$ cat config.mk
export PLATFORM = sky130hd
export DESIGN_NAME = ucsc_core
export DESIGN_NICKNAME = d
export VERILOG_FILES = /design/src/rtl/ucsc_pkg.sv /design/src/rtl/ucsc_core.sv
export SDC_FILE = /design/constraint.sdc
export NUM_CORES = 1
export LEC_CHECK = 0
export BUFFER_PORTS_ARGS = -buffer_cell sky130_fd_sc_hd__buf_2
export CAP_MARGIN = 20
export CORE_UTILIZATION = 55
export DETAILED_ROUTE_END_ITERATION = 6
export PLACE_DENSITY = 0.75
export SYNTH_ARGS = -nofsm -noshare
export SYNTH_HDL_FRONTEND = slang
export SYNTH_SLANG_ARGS = --single-unit
export TNS_END_PERCENT = 5
$ cat constraint.sdc
create_clock -name sys_clk -period 4.16 [get_ports sys_clk]
set_input_delay 0.832 -clock sys_clk [delete_from_list [all_inputs] [get_ports sys_clk]]
set_output_delay 0.832 -clock sys_clk [all_outputs]
set_load 0.02 [all_outputs]
$ cat src/rtl/ucsc_pkg.sv
`default_nettype none

package ucsc_pkg;

    // ----------------------------------------------------------------
    // Register map: word index, byte address is four times the index.
    // ----------------------------------------------------------------
    localparam int unsigned APB_AW = 8;
    localparam logic [2:0] IDX_BAUD_HI = 3'h0;
    localparam logic [2:0] IDX_BAUD_LO = 3'h1;
    localparam logic [2:0] IDX_FRAME = 3'h2;
    localparam logic [2:0] IDX_CTL_MAIN = 3'h3;
    localparam logic [2:0] IDX_STATUS = 3'h4;
    localparam logic [2:0] IDX_EXT = 3'h5;
    localparam logic [2:0] IDX_CTL3 = 3'h6;
    localparam logic [2:0] IDX_DATA = 3'h7;

    // ----------------------------------------------------------------
    // Field positions.
    // ----------------------------------------------------------------
    localparam int unsigned BH_TWO_STOP = 5;
    localparam int unsigned FC_LOOP = 7;
    localparam int unsigned FC_SINGLE = 5;
    localparam int unsigned FC_NINE = 4;
    localparam int unsigned FC_WAKE = 3;
    localparam int unsigned FC_ILT = 2;
    localparam int unsigned FC_PE = 1;
    localparam int unsigned FC_ODD = 0;
    localparam int unsigned CM_TX_EMPTY_IE = 7;
    localparam int unsigned CM_TX_DONE_IE = 6;
    localparam int unsigned CM_RX_FULL_IE = 5;
    localparam int unsigned CM_IDLE_IE = 4;
    localparam int unsigned CM_TE = 3;
    localparam int unsigned CM_RE = 2;
    localparam int unsigned CM_STANDBY = 1;
    localparam int unsigned CM_BREAK = 0;
    localparam int unsigned SF_TX_BUFFER_EMPTY = 7;
    localparam int unsigned SF_TC = 6;
    localparam int unsigned SF_RX_BUFFER_FULL = 5;
    localparam int unsigned SF_IDLE = 4;
    localparam int unsigned SF_OVR = 3;
    localparam int unsigned SF_NF = 2;
    localparam int unsigned SF_FE = 1;
    localparam int unsigned SF_PF = 0;
    localparam int unsigned EX_LONG_BREAK = 2;
    localparam int unsigned C3_R8 = 7;
    localparam int unsigned C3_T8 = 6;
    localparam int unsigned C3_WIRE_DIR = 5;

    // ----------------------------------------------------------------
    // Reset values and timing counts.
    // ----------------------------------------------------------------
    localparam logic [7:0] CTL_MAIN_RST = 8'h00;
    localparam logic [7:0] STATUS_RST = 8'hc0;
    localparam logic [12:0] DIV_RST = 13'h0004;
    localparam logic [3:0] OVS_LAST = 4'hf;
    localparam logic [3:0] START_FIRST = 4'h3;
    localparam logic [3:0] BIT_FIRST = 4'h7;
    localparam logic [3:0] SAMPLE_LAST = 4'h9;
    localparam logic [2:0] START_SAMPLES = 3'h7;
    localparam logic [2:0] BIT_SAMPLES = 3'h3;
    localparam logic [3:0] DATA_BITS = 4'h8;
    localparam logic [3:0] BASE_FRAME_BITS = 4'ha;
    localparam logic [3:0] LONG_BREAK_EXTRA = 4'h3;
    localparam logic [7:0] IDLE_TICKS_8 = 8'ha0;
    localparam logic [7:0] IDLE_TICKS_9 = 8'hb0;

    typedef enum logic [1:0] {
        RX_IDLE = 2'b00,
        RX_START = 2'b01,
        RX_DATA = 2'b11,
        RX_STOP = 2'b10
    } ucsc_rx_t;

    typedef struct packed {
        logic pready;
        logic pslverr;
        logic [31:0] prdata;
        logic [7:0] ctl_main;
        logic [7:0] frame_ctl;
        logic [4:0] hi_buf;
        logic [12:0] divisor;
        logic two_stop;
        logic long_brk;
        logic t8;
        logic wire_dir;
        logic [12:0] bcnt;
        logic tick;
        logic [7:0] flags;
        logic [7:0] pend;
        logic [8:0] tx_buf;
        logic tx_busy;
        logic [15:0] tx_shift;
        logic [3:0] tx_bits;
        logic [3:0] tx_sub;
        logic pre_pend;
        logic brk_pend;
        logic tx_line;
        logic tx_oe;
        ucsc_rx_t rx_state;
        logic [3:0] rx_sub;
        logic [3:0] rx_bits;
        logic [2:0] rx_ones;
        logic [8:0] rx_shift;
        logic rx_noise;
        logic rx_fe;
        logic [8:0] rx_data;
        logic [7:0] idle_cnt;
        logic idle_armed;
        logic irq;
        logic rx_release;
    } ucsc_state_t;

    localparam ucsc_state_t ST_RST = '{
        rx_state: RX_IDLE,
        flags: STATUS_RST,
        ctl_main: CTL_MAIN_RST,
        divisor: DIV_RST,
        tx_line: 1'b1,
        rx_release: 1'b1,
        default: '0
    };

endpackage : ucsc_pkg

`default_nettype wire

$ cat src/rtl/ucsc_core.sv
`timescale 1ns/100ps
`default_nettype none

module ucsc_core
    import ucsc_pkg::*;
#(
    parameter int unsigned ADDR_W = APB_AW
) (
    input wire logic sys_clk,
    input wire logic reset_n,
    input wire logic psel,
    input wire logic penable,
    input wire logic pwrite,
    input wire logic [ADDR_W-1:0] paddr,
    input wire logic [31:0] pwdata,
    output logic [31:0] prdata,
    output logic pready,
    output logic pslverr,
    input wire logic rx_pin,
    input wire logic tx_pin_in,
    output logic tx_pin_out,
    output logic tx_pin_oe,
    output logic rx_pin_release,
    output logic irq
);

    ucsc_state_t st;
    ucsc_state_t next_st;

    logic [2:0] idx;
    logic addr_ok;
    logic setup;
    logic access;
    logic wr;
    logic rd;
    logic nine;
    logic loop_on;
    logic single_wire;
    logic rx_line;
    logic [3:0] frame_bits;
    logic [8:0] tx_word;
    logic [15:0] tx_frame;
    logic [2:0] n_samp;
    logic [2:0] majority;
    logic bit_v;
    logic noise_now;
    logic fe_now;
    logic [8:0] rx_word;
    logic rx_msb;
    logic [7:0] idle_thr;
    logic tx_active;

    always_comb begin
        next_st = st;
        idx = paddr[4:2];
        addr_ok = (paddr[1:0] == 2'h0) && (paddr[ADDR_W-1:5] == '0);
        setup = psel && !penable;
        access = psel && penable && st.pready;
        wr = access && pwrite && !st.pslverr;
        rd = access && !pwrite && !st.pslverr;
        nine = st.frame_ctl[FC_NINE];
        loop_on = st.frame_ctl[FC_LOOP];
        single_wire = loop_on && st.frame_ctl[FC_SINGLE];
        frame_bits = 4'(BASE_FRAME_BITS + {3'h0, nine} + {3'h0, st.two_stop});
        idle_thr = nine ? IDLE_TICKS_9 : IDLE_TICKS_8;
        tx_word = st.tx_buf;
        tx_frame = 16'hffff;
        n_samp = BIT_SAMPLES;
        majority = 3'h1;
        bit_v = 1'b0;
        noise_now = 1'b0;
        fe_now = 1'b0;
        rx_word = '0;
        rx_msb = 1'b0;
        // ------------------------------------------------------------
        // Receive source selection.
        // ------------------------------------------------------------
        if (loop_on) begin
            rx_line = st.frame_ctl[FC_SINGLE] ? tx_pin_in : st.tx_line;
        end else begin
            rx_line = rx_pin;
        end

        // ------------------------------------------------------------
        // APB answer: one wait-free access phase after each setup.
        // ------------------------------------------------------------
        next_st.pready = setup;
        next_st.pslverr = setup && !addr_ok;
        if (setup) begin
            next_st.prdata = 32'h0;
            unique case (idx)
                IDX_BAUD_HI: next_st.prdata[7:0] = {2'h0, st.two_stop, st.divisor[12:8]};
                IDX_BAUD_LO: next_st.prdata[7:0] = st.divisor[7:0];
                IDX_FRAME: next_st.prdata[7:0] = st.frame_ctl;
                IDX_CTL_MAIN: next_st.prdata[7:0] = st.ctl_main;
                IDX_STATUS: next_st.prdata[7:0] = st.flags;
                IDX_EXT: next_st.prdata[EX_LONG_BREAK] = st.long_brk;
                IDX_CTL3: next_st.prdata[7:0] = {st.rx_data[8], st.t8, st.wire_dir, 5'h00};
                IDX_DATA: next_st.prdata[7:0] = st.rx_data[7:0];
            endcase
            if (!addr_ok) begin
                next_st.prdata = 32'h0;
            end
        end

        // ------------------------------------------------------------
        // Baud generator: one tick per sixteenth of a bit.
        // ------------------------------------------------------------
        next_st.tick = 1'b0;
        if (st.divisor == '0) begin
            next_st.bcnt = '0;
        end else if (st.bcnt >= 13'(st.divisor - 13'h0001)) begin
            next_st.bcnt = '0;
            next_st.tick = 1'b1;
        end else begin
            next_st.bcnt = 13'(st.bcnt + 13'h0001);
        end

        // ------------------------------------------------------------
        // Transmitter.
        // ------------------------------------------------------------
        if (st.frame_ctl[FC_PE]) begin
            if (nine) begin
                tx_word[8] = ^st.tx_buf[7:0] ^ st.frame_ctl[FC_ODD];
            end else begin
                tx_word[7] = ^st.tx_buf[6:0] ^ st.frame_ctl[FC_ODD];
            end
        end
        tx_frame[0] = 1'b0;
        tx_frame[8:1] = tx_word[7:0];
        if (nine) begin
            tx_frame[9] = tx_word[8];
        end
        if (!st.tx_busy) begin
            next_st.tx_sub = '0;
            if (st.pre_pend) begin
                next_st.tx_busy = 1'b1;
                next_st.tx_shift = 16'hffff;
                next_st.tx_bits = frame_bits;
                next_st.pre_pend = 1'b0;
            end else if (!st.flags[SF_TX_BUFFER_EMPTY]) begin
                next_st.tx_busy = 1'b1;
                next_st.tx_shift = tx_frame;
                next_st.tx_bits = frame_bits;
                next_st.flags[SF_TX_BUFFER_EMPTY] = 1'b1;
            end else if (st.brk_pend) begin
                next_st.tx_busy = 1'b1;
                next_st.tx_shift = 16'h0000;
                next_st.tx_bits = st.long_brk ? 4'(frame_bits + LONG_BREAK_EXTRA) : frame_bits;
                // A break request still held keeps queuing the next one.
                next_st.brk_pend = st.ctl_main[CM_BREAK];
            end
        end else if (st.tick) begin
            next_st.tx_sub = 4'(st.tx_sub + 4'h1);
            if (st.tx_sub == OVS_LAST) begin
                next_st.tx_shift = {1'b1, st.tx_shift[15:1]};
                next_st.tx_bits = 4'(st.tx_bits - 4'h1);
                if (st.tx_bits == 4'h1) begin
                    next_st.tx_busy = 1'b0;
                end
            end
        end

        // ------------------------------------------------------------
        // Register writes and the read side effects.
        // ------------------------------------------------------------
        if (wr) begin
            unique case (idx)
                IDX_BAUD_HI: begin
                    next_st.hi_buf = pwdata[4:0];
                    next_st.two_stop = pwdata[BH_TWO_STOP];
                end
                IDX_BAUD_LO: next_st.divisor = {st.hi_buf, pwdata[7:0]};
                IDX_FRAME: next_st.frame_ctl = pwdata[7:0];
                IDX_CTL_MAIN: begin
                    next_st.ctl_main = pwdata[7:0];
                    if (!st.ctl_main[CM_TE] && pwdata[CM_TE]) begin
                        next_st.pre_pend = 1'b1;
                    end
                    if (pwdata[CM_BREAK]) begin
                        next_st.brk_pend = 1'b1;
                    end
                end
                IDX_STATUS: next_st.flags = st.flags;
                IDX_EXT: next_st.long_brk = pwdata[EX_LONG_BREAK];
                IDX_CTL3: begin
                    next_st.t8 = pwdata[C3_T8];
                    next_st.wire_dir = pwdata[C3_WIRE_DIR];
                end
                IDX_DATA: begin
                    next_st.tx_buf = {st.t8, pwdata[7:0]};
                    if (st.pend[SF_TX_BUFFER_EMPTY]) begin
                        next_st.flags[SF_TX_BUFFER_EMPTY] = 1'b0;
                    end
                    next_st.pend[SF_TX_BUFFER_EMPTY] = 1'b0;
                    next_st.pend[SF_TC] = 1'b0;
                end
            endcase
        end
        if (rd && idx == IDX_STATUS) begin
            next_st.pend = st.prdata[7:0];
        end
        if (rd && idx == IDX_DATA) begin
            // Receive flags clear only if a status read saw them set.
            next_st.flags[SF_RX_BUFFER_FULL:0] = st.flags[SF_RX_BUFFER_FULL:0] & ~st.pend[SF_RX_BUFFER_FULL:0];
            next_st.pend[SF_RX_BUFFER_FULL:0] = '0;
        end

        // ------------------------------------------------------------
        // Receiver: majority vote over the samples of each bit.
        // ------------------------------------------------------------
        if (st.rx_state == RX_START) begin
            n_samp = START_SAMPLES;
            majority = 3'h3;
        end
        bit_v = st.rx_ones > majority;
        noise_now = (st.rx_ones != 3'h0) && (st.rx_ones != n_samp);
        fe_now = st.rx_fe || !bit_v;
        rx_word = nine ? st.rx_shift : {1'b0, st.rx_shift[8:1]};
        rx_msb = nine ? rx_word[8] : rx_word[7];
        if (!st.ctl_main[CM_RE]) begin
            next_st.rx_state = RX_IDLE;
            next_st.rx_ones = '0;
        end else if (st.tick) begin
            unique case (st.rx_state)
                RX_IDLE: begin
                    if (!rx_line) begin
                        next_st.rx_state = RX_START;
                        next_st.rx_sub = 4'h1;
                        next_st.rx_ones = '0;
                    end
                end
                RX_START, RX_DATA, RX_STOP: begin
                    next_st.rx_sub = 4'(st.rx_sub + 4'h1);
                    if (st.rx_sub >= ((st.rx_state == RX_START) ? START_FIRST : BIT_FIRST)
                        && st.rx_sub <= SAMPLE_LAST) begin
                        next_st.rx_ones = 3'(st.rx_ones + {2'h0, rx_line});
                    end
                    if (st.rx_sub == OVS_LAST) begin
                        next_st.rx_ones = '0;
                        next_st.rx_noise = st.rx_noise || noise_now;
                        if (st.rx_state == RX_START) begin
                            next_st.rx_noise = noise_now;
                            next_st.rx_fe = 1'b0;
                            next_st.rx_bits = '0;
                            next_st.rx_state = bit_v ? RX_IDLE : RX_DATA;
                        end else if (st.rx_state == RX_DATA) begin
                            next_st.rx_shift = {bit_v, st.rx_shift[8:1]};
                            next_st.rx_bits = 4'(st.rx_bits + 4'h1);
                            if (st.rx_bits == 4'(DATA_BITS - 4'h1 + {3'h0, nine})) begin
                                next_st.rx_state = RX_STOP;
                                next_st.rx_bits = '0;
                            end
                        end else begin
                            next_st.rx_fe = fe_now;
                            next_st.rx_bits = 4'(st.rx_bits + 4'h1);
                            if (st.rx_bits == {3'h0, st.two_stop}) begin
                                next_st.rx_state = RX_IDLE;
                                if (st.ctl_main[CM_STANDBY]) begin
                                    next_st.idle_armed = 1'b1;
                                end
                                if (st.ctl_main[CM_STANDBY] && st.frame_ctl[FC_WAKE] && rx_msb) begin
                                    next_st.ctl_main[CM_STANDBY] = 1'b0;
                                end
                                if (!st.ctl_main[CM_STANDBY] || (st.frame_ctl[FC_WAKE] && rx_msb)) begin
                                    if (st.flags[SF_RX_BUFFER_FULL]) begin
                                        next_st.flags[SF_OVR] = 1'b1;
                                    end else begin
                                        next_st.rx_data = rx_word;
                                        next_st.flags[SF_RX_BUFFER_FULL] = 1'b1;
                                        next_st.flags[SF_NF] = st.rx_noise || noise_now;
                                        next_st.flags[SF_FE] = fe_now;
                                        next_st.flags[SF_PF] = st.frame_ctl[FC_PE]
                                            && ((^rx_word) != st.frame_ctl[FC_ODD]);
                                        next_st.idle_armed = 1'b1;
                                    end
                                end
                            end
                        end
                    end
                end
            endcase
        end

        // ------------------------------------------------------------
        // Idle line detection.
        // ------------------------------------------------------------
        if (!st.ctl_main[CM_RE] || !rx_line
            || (st.frame_ctl[FC_ILT] && st.rx_state != RX_IDLE)) begin
            next_st.idle_cnt = '0;
        end else if (st.tick && st.idle_cnt != idle_thr) begin
            next_st.idle_cnt = 8'(st.idle_cnt + 8'h01);
            if (8'(st.idle_cnt + 8'h01) == idle_thr && st.idle_armed) begin
                // Only one idle event per period; a new character rearms it, unless overrun drops it outside standby.
                next_st.idle_armed = 1'b0;
                if (st.ctl_main[CM_STANDBY]) begin
                    if (!st.frame_ctl[FC_WAKE]) begin
                        next_st.ctl_main[CM_STANDBY] = 1'b0;
                    end
                end else begin
                    next_st.flags[SF_IDLE] = 1'b1;
                end
            end
        end

        // ------------------------------------------------------------
        // Status levels and pin outputs.
        // ------------------------------------------------------------
        next_st.flags[SF_TC] = next_st.flags[SF_TX_BUFFER_EMPTY] && !next_st.tx_busy
            && !next_st.pre_pend && !next_st.brk_pend;
        next_st.tx_line = next_st.tx_busy ? next_st.tx_shift[0] : 1'b1;
        tx_active = next_st.ctl_main[CM_TE] || next_st.tx_busy || next_st.pre_pend
            || next_st.brk_pend || !next_st.flags[SF_TX_BUFFER_EMPTY];
        next_st.tx_oe = tx_active && (!single_wire || next_st.wire_dir);
        next_st.rx_release = !next_st.ctl_main[CM_RE] || next_st.frame_ctl[FC_LOOP];
        next_st.irq = (next_st.flags[SF_TX_BUFFER_EMPTY] && next_st.ctl_main[CM_TX_EMPTY_IE])
            || (next_st.flags[SF_TC] && next_st.ctl_main[CM_TX_DONE_IE])
            || (next_st.flags[SF_RX_BUFFER_FULL] && next_st.ctl_main[CM_RX_FULL_IE])
            || (next_st.flags[SF_IDLE] && next_st.ctl_main[CM_IDLE_IE]);
    end

    always_ff @(posedge sys_clk) begin
        if (!reset_n) begin
            st <= ST_RST;
        end else begin
            st <= next_st;
        end
    end

    assign prdata = st.prdata;
    assign pready = st.pready;
    assign pslverr = st.pslverr;
    assign tx_pin_out = st.tx_line;
    assign tx_pin_oe = st.tx_oe;
    assign rx_pin_release = st.rx_release;
    assign irq = st.irq;

endmodule : ucsc_core

`default_nettype wire

==> results.md <==
- Placer congestion estimate: 0.8783
- CP Capture Type: register
- Critical path required time: 4.47 ns
- Max-cap violation count: 0
- Layout net count: 1,055
- Post-DP HPWL: 13.29 mm
- Core footprint: about 15,000 um^2
- Inserted Clock Buffers: 17
- Site row count: 44
- Share of layout cells above drive strength 1: 0.1041
- # setup viols final: 0
- Overall power: 3.368 mW
- PostCTS Resize Cnt: 0
- RSZ-0062 raised after global routing: no
- Post-synth top area share: 0.3828
- PwrDens: roughly 370 nW/um^2
- Most used DFF post-synth: dfxtp_1
- Worst reg2reg path depth: 12
- Ys Warns: 0
- Vias in the first global route: 6,107
- Yosys top cell by area: dfxtp_1
- # port buffers: 36
- Fillcell total: 1,263
- Skew final: 0.01099 ns
- Chip width: ~120 um
- Asr flop ratio synth: 0
- WP buf/inv: 0
- Final min period: 2.851 ns
- Hold_buf cts: 0
- First-pass GRT wire length: 31.19 mm
- Area Overhead vs Synth: 8.246%
- GRT overflow: 0
- Initial antenna violation count: 0
- #FFs+latches synth: approximately 160
- Post-CTS setup buffer count: 0
- Worst-path fanout max: 13
- CTS Root Cell: clkbuf_16
- Routed WL: 19.06 mm
- DRC Markers: 15
- Synthesized area: 8315 um^2
- ANT cells: 0
- Largest net degree at the start of global routing: 56
- Hold depth: 2
- Clk_lat worst skew: 0.43 ns
- Critical path's slowest cell: nor4_1
- Final ANT Viol Nets: 0
- Maximum vdd ir drop: roughly 0.33 mV
- HP Class: register to register
- Final TNS setup: 0 ns
- Post-synth cell types: 75
- Hold Vio Cnt, Final: 0
- Lkg Pwr: 3.286 nW
- Crit Path Class: register to register
- Num ports: 85
- CP Launch Type: register
- Routed via count: 6,756
- Slew Limit Fails: 0
- GRT Util Overall: 0.2524
- Slew HR: 0.3774
- Per-cell routed wire length: ~16 um
- Crit-path cells: nor2_1 -> nand3_1 -> or3_1 -> nor4_1 -> xnor2_1 -> ha_1 -> nand4_1 -> nor4_1 -> nor2_1 -> nand2_1 -> or3_4 -> nor2_1
- Post-synth EDFFs: 0
- Post-Syn Instances: 969
- Max Fclk: 350.8 MHz
- Largest cells by area after synthesis: dfxtp_1 38%, mux2i_1 7.7%, nor2_1 6.2%, nand2_1 4.9%, ha_1 4.7%
- Drt first pass iters: 7
- Post-synthesis sequential area ratio: 0.3828
- Measured slew at the worst slew-check pin: ~0.93 ns
- CTS max path bufs: 2
- 1st-iter DRT viols: 645
- Worst hold path startpoint: st[129]
- Worst Path Arrival: 3.17 ns
- Die area: 15,620 um^2
- Failing checks: design-rule violations
- CP top delay family: simple AND/OR/NAND/NOR gates
- Vias per cell: 5.760
- CTS tree: yes
- Most frequent cell after synthesis: dfxtp_1
- Mean Syn Cell Area: 8.582 um^2
- Critical path's most frequent cell: nor2_1
- RR Startpoint: st[118]
- Biggest cell delay along the critical path: between 0.4 and 0.5 ns
- Starting density of the core: 0.5678
- Reg-to-reg endpoint: st[111]
- Status: finished, violations left
- Hold EP: st[129]
- CTS clk-pin slew, worst paths: 0.06 ns
- Clock sinks: roughly 160
- R2r setup slk: 1.31 ns
- Tcrit/Tclk final: 0.6853
- Top post-synthesis cells by count: 159 x dfxtp_1, 138 x nor2_1, 109 x nand2_1
- H-tree Lvls: 4
- Die height: approximately 120 um
[sequential cells by signal, summed over array words and instances (netlist names)]
| register | count |
|---|---|
| st | 143 |
| prdata | 8 |
| irq | 1 |
| loop_on | 1 |
| nine | 1 |
| pready | 1 |
| pslverr | 1 |
| rx_pin_release | 1 |
| tx_pin_oe | 1 |
| tx_pin_out | 1 |
[logic make-up after synthesis]
kind of cell,after synthesis,synth area share
flip-flops,159,0.3828
AND/OR/NAND/NOR,384,0.2200
adder cells (fa/ha/maj),31,0.04664
XOR/XNOR,53,0.05673
multiplexers,72,0.09419
AO/OA/AOI/OAI,171,0.1344
other,1,0.0004510
buffers and inverters,98,0.06485
[layer usage]
| layer | vias up | track usage | share of wire |
|---|---|---|---|
| li1 | 3358 | - | - |
| met1 | 3146 | 0.3448 | 0.48 |
| met2 | 216 | 0.3920 | 0.45 |
| met3 | 36 | 0.05178 | 0.052 |
| met4 | 0 | 0.09828 | 0.024 |
| met5 | - | 0 | 0 |
[worst min-delay path, delay by kind of cell, from the launching register on]
family	cells	cell delay [ns]
AOI/OAI and AO/OA	1	0.05
DFF	1	0.31
and+or+nand+nor	1	0.05
[worst max path at each step]
stage | start | end | cells after the start
floorplan | st[118] | st[103] | 12
global placement | paddr[4] | tx_pin_oe | 7
detailed placement | paddr[4] | tx_pin_oe | 7
CTS | st[118] | st[111] | 12
global route | st[118] | st[106] | 12
finish | st[118] | st[111] | 12
[cell usage in the layout, fill, tap and decap left out, types with 7 or more instances in the layout]
master	n
ha_1	31
nor2_1	138
nand3_1	30
nor3_1	20
a31oi_1	10
dfxtp_1	159
nand2_1	109
clkbuf_16	17
and3_1	9
mux2i_1	64
nor2b_1	12
xnor2_1	30
xor2_1	22
a21oi_1	51
a22oi_1	16
conb_1	24
nand2b_1	14
buf_2	36
buf_4	7
a211oi_1	14
o21ai_0	29
nand4_1	9
and2_1	11
inv_1	20
[per-stage QoR]
| step | hold slack [ns] | utilization | worst slack [ns] | area, um^2 | cells |
|---|---|---|---|---|---|
| floorplan | 0.4287 | - | 1.623 | 8402 | 992 |
| global placement | 0.4423 | 0.5740 | 1.276 | 8406 | 1142 |
| detailed placement | 0.4500 | 0.5740 | 1.297 | 8406 | 1142 |
| CTS | 0.4575 | 0.6147 | 1.356 | 9001 | 1173 |
| global route | 0.4738 | 0.6147 | 1.171 | 9001 | 1173 |
| finish | 0.4563 | 0.6147 | 1.309 | 9001 | 1173 |
[area by class of cell]
type | instances | area (um^2) | share of cell area
Multi-Input combinational cell | 735 | 4679 | 0.5199
Sequential cell | 159 | 3183 | 0.3536
Clock buffer | 20 | 456.7 | 0.05074
Timing Repair Buffer | 43 | 232.7 | 0.02585
Tap cell | 184 | 230.2 | 0.02558
Clock inverter | 11 | 138.9 | 0.01543
Inverter | 21 | 80.08 | 0.008896
[report_power, final]
group          switching [mW]  total [mW]  internal (mW)
registers              0.0149        1.55           1.54
clock network           0.626        1.59          0.968
logic                   0.149       0.222         0.0725
total                   0.790        3.37           2.58
(Power assumes the default switching activity.)
